### src/core/nad_pkg.sv
// package for the nibble add execution block
package nad_pkg;
  localparam int NAD_DW = 4;
  localparam int NAD_AW = 7;
  localparam int NAD_WW = 4;
  // opcode high byte values; memory forms decode on byte plus bit 7
  localparam logic [7:0] OP_ADC_WR_WB = 8'h0d;
  localparam logic [7:0] OP_ADD_MEM = 8'h18;
  localparam logic [7:0] OP_ADD_MEM_WB = 8'h19;
  localparam logic [7:0] OP_ADD_WR = 8'h1c;
  localparam logic [7:0] OP_ADD_WR_WB = 8'h1d;
  localparam logic [7:0] OP_KEEP_CARRY_MEM = 8'h28;
  localparam logic [7:0] OP_KEEP_CARRY_MEM_WB = 8'h29;
  localparam logic [7:0] OP_KEEP_CARRY_WR = 8'h2c;
  localparam logic [7:0] OP_KEEP_CARRY_WR_WB = 8'h2d;
  localparam logic [3:0] NAD_ACCUM_RST = 4'h0;
  localparam logic NAD_CARRY_RST = 1'b0;
  localparam logic NAD_ZERO_RST = 1'b0;

  // operand source and destination decoded from an instruction
  typedef struct packed {
    logic valid;
    logic use_mem;
    logic use_cin;
    logic wr_back;
    logic upd_carry;
  } nad_dec_s;

  // write-back request toward data memory or working register file
  typedef struct packed {
    logic mem_we;
    logic [6:0] mem_addr;
    logic wr_we;
    logic [3:0] wr_sel;
    logic [3:0] data;
  } nad_wb_s;
endpackage : nad_pkg

### src/core/nad_add_unit.sv
// nibble add instruction execution: accumulator, flags and write-back
`timescale 1ns/1ps
module nad_add_unit
  import nad_pkg::*;
(
  input wire logic sys_clk,
  input wire logic rst_n,
  input wire logic clk_en,
  input wire logic exec,
  input wire logic [15:0] instr,
  input wire logic [3:0] mem_rd_data,
  input wire logic [3:0] wr_rd_data,
  output logic [3:0] result_nibble_register,
  output logic carry_bit,
  output logic zero_bit,
  output nad_wb_s wb_ff,
  output logic done_ff
);
  nad_dec_s dec;
  logic [3:0] opnd_a;
  logic [3:0] imm;
  logic [4:0] sum;
  logic [3:0] accum_ff;
  logic carry_ff;
  logic zero_ff;

  assign imm = instr[7:4];

  // decode the high byte; memory forms need bit 7 clear
  always_comb
  begin
    dec = '0;
    unique case (instr[15:8])
      OP_ADC_WR_WB: dec = '{1'b1, 1'b0, 1'b1, 1'b1, 1'b1};
      OP_ADD_MEM: dec = '{~instr[7], 1'b1, 1'b0, 1'b0, 1'b1};
      OP_ADD_WR: dec = '{1'b1, 1'b0, 1'b0, 1'b0, 1'b1};
      OP_ADD_MEM_WB: dec = '{~instr[7], 1'b1, 1'b0, 1'b1, 1'b1};
      OP_ADD_WR_WB: dec = '{1'b1, 1'b0, 1'b0, 1'b1, 1'b1};
      OP_KEEP_CARRY_MEM: dec = '{~instr[7], 1'b1, 1'b0, 1'b0, 1'b0};
      OP_KEEP_CARRY_WR: dec = '{1'b1, 1'b0, 1'b0, 1'b0, 1'b0};
      OP_KEEP_CARRY_MEM_WB: dec = '{~instr[7], 1'b1, 1'b0, 1'b1, 1'b0};
      OP_KEEP_CARRY_WR_WB: dec = '{1'b1, 1'b0, 1'b0, 1'b1, 1'b0};
      default: dec = '0;
    endcase
  end

  // memory forms add memory to accumulator, register forms add immediate
  assign opnd_a = dec.use_mem ? accum_ff : imm;
  assign sum = {1'b0, dec.use_mem ? mem_rd_data : wr_rd_data} + {1'b0, opnd_a}
    + {4'h0, dec.use_cin & carry_ff};

  // accumulator load in one cycle
  always_ff @(posedge sys_clk)
  begin
    if (!rst_n)
      accum_ff <= NAD_ACCUM_RST;
    else if (clk_en && exec && dec.valid)
      accum_ff <= sum[3:0];
  end

  // carry follows carry-out unless the keep-carry forms run
  always_ff @(posedge sys_clk)
  begin
    if (!rst_n)
      carry_ff <= NAD_CARRY_RST;
    else if (clk_en && exec && dec.valid && dec.upd_carry)
      carry_ff <= sum[4];
  end

  // zero flag updated by every add form
  always_ff @(posedge sys_clk)
  begin
    if (!rst_n)
      zero_ff <= NAD_ZERO_RST;
    else if (clk_en && exec && dec.valid)
      zero_ff <= (sum[3:0] == 4'h0);
  end

  // write-back strobe to memory or working register, one cycle
  always_ff @(posedge sys_clk)
  begin
    if (!rst_n)
    begin
      wb_ff <= '0;
      done_ff <= 1'b0;
    end
    else if (clk_en)
    begin
      done_ff <= exec && dec.valid;
      wb_ff.mem_we <= exec && dec.valid && dec.wr_back && dec.use_mem;
      wb_ff.wr_we <= exec && dec.valid && dec.wr_back && !dec.use_mem;
      wb_ff.mem_addr <= instr[6:0];
      wb_ff.wr_sel <= instr[3:0];
      wb_ff.data <= sum[3:0];
    end
  end

  assign result_nibble_register = accum_ff;
  assign carry_bit = carry_ff;
  assign zero_bit = zero_ff;

  // helper: an accepted instruction this cycle
  logic go;
  assign go = clk_en && exec && dec.valid;
endmodule : nad_add_unit

### config.mk
export PLATFORM = sky130hd
export DESIGN_NAME = nad_add_unit
export DESIGN_NICKNAME = d
export VERILOG_FILES = /design/src/core/nad_pkg.sv /design/src/core/nad_add_unit.sv
export SDC_FILE = /design/constraint.sdc
export NUM_CORES = 1
export LEC_CHECK = 0
export ABC_AREA = 1
export ABC_CLOCK_PERIOD_IN_PS = 3400
export BUFFER_PORTS_ARGS = -buffer_cell sky130_fd_sc_hd__buf_4
export CAP_MARGIN = 20
export CORE_AREA = 8 8 60 62
export CTS_CLUSTER_DIAMETER = 60
export CTS_CLUSTER_SIZE = 25
export DETAILED_ROUTE_END_ITERATION = 8
export DIE_AREA = 0 0 68 70
export PLACE_DENSITY = 0.74
export SYNTH_ARGS = -nofsm -noshare
export SYNTH_HDL_FRONTEND = slang
export SYNTH_SLANG_ARGS = --single-unit
### constraint.sdc
create_clock -name sys_clk -period 3.4 [get_ports sys_clk]
set_input_delay 0.34 -clock sys_clk [delete_from_list [all_inputs] [get_ports sys_clk]]
set_output_delay 0.34 -clock sys_clk [all_outputs]
set_load 0.05 [all_outputs]
### Yosys cells after proc, flatten, opt, wreduce, memory -nomap -nowiden

Index checks and enable logic that the tools add are counted.

| cells by class | value |
|---|---|
| add/subtract/negate cells | 2 |
| equal/unequal tests | 9 |
| muxes and demuxes | 3 |
| bitwise logic cells | 2 |
| reductions and logical operators | 9 |

Operator list:

| cell | count |
|---|---|
| $pmux W5 S9 | 1 |
| $eq A8 B5 Y1 const B | 4 |
| $eq A8 B6 Y1 const B | 4 |
| $eq A8 B4 Y1 const B | 1 |
| $mux W4 | 2 |
| $logic_and A1 B1 Y1 | 7 |
| $add A4 B4 Y5 | 1 |
| $add A5 B1 Y5 | 1 |
| $logic_not A4 Y1 | 1 |
| $and A1 B1 Y1 | 1 |
| $logic_not A1 Y1 | 1 |
| $not A1 Y1 | 1 |

| word-level totals | value |
|---|---|
| register bits after elaboration | 24 |
| bits of input ports | 28 |
| word-level logic and storage cells | 34 |

### Depth between registers and ports, before layout

| depth | value |
|---|---|
| word-level depth | 6 |
| gate-level depth with buffers | 17 |

### Worst setup path before layout

No wires, ideal clock.

| timing path | value |
|---|---|
| kind | input port to flip-flop |
| start | in instr[15] |
| end | reg zero_ff, in the netlist zero_bit |
| setup time | 0.070 ns |
| arrival | 2.427 ns |
| setup slack | 0.903 ns |
| stages on the path | 12 |
| buffers on the path | 1 |
| path through | nor2_2 -> nand2_4 -> nor2_4 -> buf_6 -> mux2i_1 -> fa_1 -> inv_1 -> fa_1 -> or2_2 -> nor2_1 -> nand3_1 -> a21oi_1 |

| on the way | value |
|---|---|
| word-level cells in the longest chain between the ends | 6 |
| elaborated cells on any way between the ends | 17 |

RTL lines:

| item | RTL line | RTL |
|---|---|---|
| from (decl) | nad_add_unit.sv:10 | `input wire logic [15:0] instr,` |
| $eq A8 B6 Y1, or another cell as far along | nad_add_unit.sv:33 | `unique case (instr[15:8])` |
| $pmux W5 S9 * | nad_add_unit.sv:33 |  |
| $mux W4 (on tied branches) | nad_add_unit.sv:49, nad_add_unit.sv:48 |  |
| $add A4 B4 Y5 | nad_add_unit.sv:49 | `assign sum = {1'b0, dec.use_mem ? mem_rd_data : wr_rd_data} + {1'b0, opnd_a}` |
| $add A5 B1 Y5 * | nad_add_unit.sv:50 | `+ {4'h0, dec.use_cin & carry_ff};` |
| named net sum[1] | nad_add_unit.sv:22 | `logic [4:0] sum;` |
| $logic_not A4 Y1 * | nad_add_unit.sv:76 | `zero_ff <= (sum[3:0] == 4'h0);` |
| to (signal assigned) | nad_add_unit.sv:76 |  |
| to (decl) | nad_add_unit.sv:25 | `logic zero_ff;` |

The timed path passes the listed nets; every way through them passes the cells marked *.
A chain may end at the register's enable or synchronous reset.

### Final worst setup path

| timing path | value |
|---|---|
| start | in instr[13] |
| end | reg zero_ff, in the netlist zero_bit |

Same word-level chain as after synthesis.

==> metrics.md <==
| Metric | Value |
|---|---|
| Post-synth EDFFs | `0` |
| Library cells used by synthesis | `25` |
| First-pass GRT wire length | `5450 um` |
| Maximum clock path buffer count | `2` |
| Largest net degree at the start of global routing | `16` |
| Post-synthesis xor/xnor area fraction | `0.00717` |
| Prevailing post-synth register cell | `dfxtp_1` |
| Die height | `70 um` |
| R2R depth | `8` |
| Worst Path Required | `3.65 ns` |
| Synth Area in Simple Gates | `0.369` |
| Worst hold path class | `in -> reg` |
| Most common cell in the netlist | `nand2_1` |
| Synthesized instance count | `170` |
| Synthesis Warnings | `0` |
| Most used cell, CP | `fa_1` |
| R2r endpoint | `zero_bit$_SDFFE_PN0P_` |
| Core Footprint | `2660 um^2` |
| R2R Path Start | `result_nibble_register[0]$_SDFFE_PN0P_` |
| Post-CTS setup buffer count | `0` |
| Cell area after synthesis | `1220 um^2` |
| Area Growth Syn to Fin | `34.5%` |
| Measured slew at the worst slew-check pin | `0.374 ns` |
| R2R Setup Slk | `1.25 ns` |
| Final Hold Vio Count | `0` |
| Crit path kind | `in -> reg` |
| CP endpoint kind | `register` |
| Worst hold slack | `0.245 ns` |
| Post-synthesis adder-cell area fraction | `0.0635` |
| Yosys top cell by area | `dfxtp_1` |
| Final period utilization | `0.746` |
| CP max stage cell | `fa_1` |
| Achievable Freq | `394 MHz` |
| Main combinational cell family by area after synthesis | `simple AND/OR/NAND/NOR gates` |
| Area contributors post-synth | `dfxtp_1 33%, nand2_1 10%, nor2_1 9.5%, nand2_4 5.5%, inv_1 4.3%` |
| Worst Setup SP | `instr[13]` |
| I/O Buffers | `51` |
| Number of global-route vias before repair | `1,317` |
| Root buffer cell | `clkbuf_4` |
| Initial antenna violation count | `0` |
| PwrDens | `378 nW/um^2` |
| Grt ovf | `0` |
| Share of cells above drive strength 1 | `0.341` |
| Post-route cell area | `1640 um^2` |
| Placed Cells | `244` |
| Final Net Count | `251` |
| Inserted Clock Buffers | `3` |
| Yosys reg bits | `20` |
| Initial Util | `0.459` |
| Tmin final | `2.54 ns` |
| Proportion of synthesized area in mux cells | `0.0164` |
| Comb pwr share | `0.278` |
| Slew margin rel. | `0.750` |
| Worst-Skew Late Latency | `0.31 ns` |
| Sequential area share after synthesis | `0.328` |
| Status | `complete, no violations` |
| Ports | `52` |
| Total Die Area | `4760 um^2` |
| Final std cells w/o fill | `248` |
| Arrival time worst endpoint | `2.79 ns` |
| Compound-cell area share of the yosys netlist | `0.118` |
| Syn Nets | `203` |
| TritonCTS Sinks | `20` |
| Reg power frac | `0.403` |
| Worst setup SP type | `primary input` |
| Max Cap Violations | `0` |
| Commonest cells post-synth | `34 x nand2_1, 31 x nor2_1, 20 x dfxtp_1` |
| CTS clk-pin slew, worst paths | `0.12 ns` |
| CTS Hold Bufs | `0` |
| CP Cell Sequence | `buf_4, inv_2, nand2_1, nand2_2, nand2_4, nor2_4, mux2i_1, fa_1, inv_1, fa_1, or2_2, nor2_1, nand3_1, a21oi_1` |
| Post-route ant nets | `0` |
| Setup TNS | `0 ns` |
| Max Slew Vio Count | `0` |
| Syn avg cell area | `7.18 um^2` |
| Int Pwr | `0.000427 W` |
| Crit Path Max Fanout | `11` |
| Total number of vias | `1,255` |
| Initial DRC Count | `33` |
| Routability congestion estimate from global placement | `0.933` |
| Psw | `0.000195 W` |
| Lkg Pwr | `0.851 nW` |
| Dpl hpwl | `2790 um` |
| Drt total wl | `3450 um` |
| Die width | `68 um` |
| Final setup viols | `0` |
| Detailed-router iteration count before antenna repair | `4` |
| # rows | `19` |
| VDD IR max | `0.298 mV` |
| Cell Area, Placed | `1590 um^2` |
| Routed wire length per instance | `13.9 um` |
| Post_cts resized | `0` |
| Clock power frac | `0.319` |
| Clock Skew | `0.00140 ns` |
| TritonCTS clock tree | `done` |
| Finished Core Util | `0.617` |
| Post-synth ARST share | `0` |
| Switching share of power | `0.313` |
| N_diodes | `0` |
| RSZ-0062 raised after global routing | `false` |
| Share of the synthesized area in the top cell type | `0.328` |
| Critical Path End | `zero_bit$_SDFFE_PN0P_` |
| Total Routing Usage GR | `0.142` |
| Slowest Stage Delay on Critical Path | `0.45 ns` |
| H-tree Lvls | `1` |
| Remaining DRCs | `0` |
| Vias per std cell | `5.06` |
[critical path, delay by kind of cell]
kind / cells / cell delay, ns
simple gates: 7 / 0.99
fa+ha+maj: 2 / 0.89
buf+inv: 3 / 0.27
mux: 1 / 0.19
compound gates: 1 / 0.11
[power by group through the flow]
stage               registers (W)   logic, W  clock network [W]
finish                   0.000251   0.000173           0.000198
global route             0.000252   0.000185           0.000215
CTS                      0.000251   0.000174           0.000201
detailed placement       0.000256   0.000173                  0
global placement         0.000255   0.000169                  0
floorplan                0.000291  0.0000779                  0
[worst min-delay path by stage]
| stage | slack [ns] | startpoint | to | depth (start not counted) |
|---|---|---|---|---|
| after floorplan | 0.47 | instr[1] | wb_ff[10]$_SDFFE_PN0P_ | 2 |
| after global placement | 0.46 | wb_ff[16]$_SDFFE_PN0P_ | wb_ff[16]$_SDFFE_PN0P_ | 2 |
| after detailed placement | 0.47 | done_ff$_SDFFE_PN0P_ | done_ff$_SDFFE_PN0P_ | 2 |
| after CTS | 0.24 | instr[0] | wb_ff[9]$_SDFFE_PN0P_ | 3 |
| after global routing | 0.23 | instr[2] | wb_ff[11]$_SDFFE_PN0P_ | 3 |
| final | 0.25 | instr[0] | wb_ff[9]$_SDFFE_PN0P_ | 3 |
[flip-flops by register name (all words and copies together) (netlist names)]
name and flops:
wb_ff 13, carry_bit 1, zero_bit 1, done_ff 1, result_nibble_register 4
[cell families (layout without fill, tap and decap cells)]
| group | Yosys count | after routing |
|---|---|---|
| compound gates | 26 | 26 |
| xor+xnor | 1 | 1 |
| fa+ha+maj | 5 | 5 |
| buf+inv | 26 | 73 |
| flops | 20 | 20 |
| mux | 2 | 2 |
| simple gates | 90 | 90 |
[per-layer routing]
metal	global-route usage	wire length (um)	vias to the layer above
met5	0	0	-
li1	-	-	628
met1	0.145	1370	573
met2	0.256	1770	47
met4	0.0569	50	0
met3	0.0415	262	7
[layout make-up]
cell class	count	area, um^2
repair buffers	51	383
fillers	255	1020
flip-flops and latches	20	400
clock inverters	1	30.0
multi-input cells	124	701
well taps	31	38.8
clock buffers	3	22.5
inverters	18	67.6
[through the flow]
step / setup slack (ns) / total power, W
6_report: 0.865 / 0.000621
5_1_grt: 0.727 / 0.000652
4_1_cts: 0.857 / 0.000625
3_5_place_dp: 0.543 / 0.000428
3_3_place_gp: 0.677 / 0.000424
2_1_floorplan: 0.903 / 0.000369
[layout by cell type (no fill, tap or decap), types with 3 or more instances in the layout]
cell,instances
o21ai_1,6
inv_2,4
nand3_1,7
buf_4,51
nor2_4,3
nand2_4,6
o21ai_0,9
nor2_1,31
ha_1,3
a21oi_1,9
dfxtp_1,20
nand2_1,34
clkbuf_4,3
nand4_1,4
inv_1,14
Power figures use the tool's default switching activity.
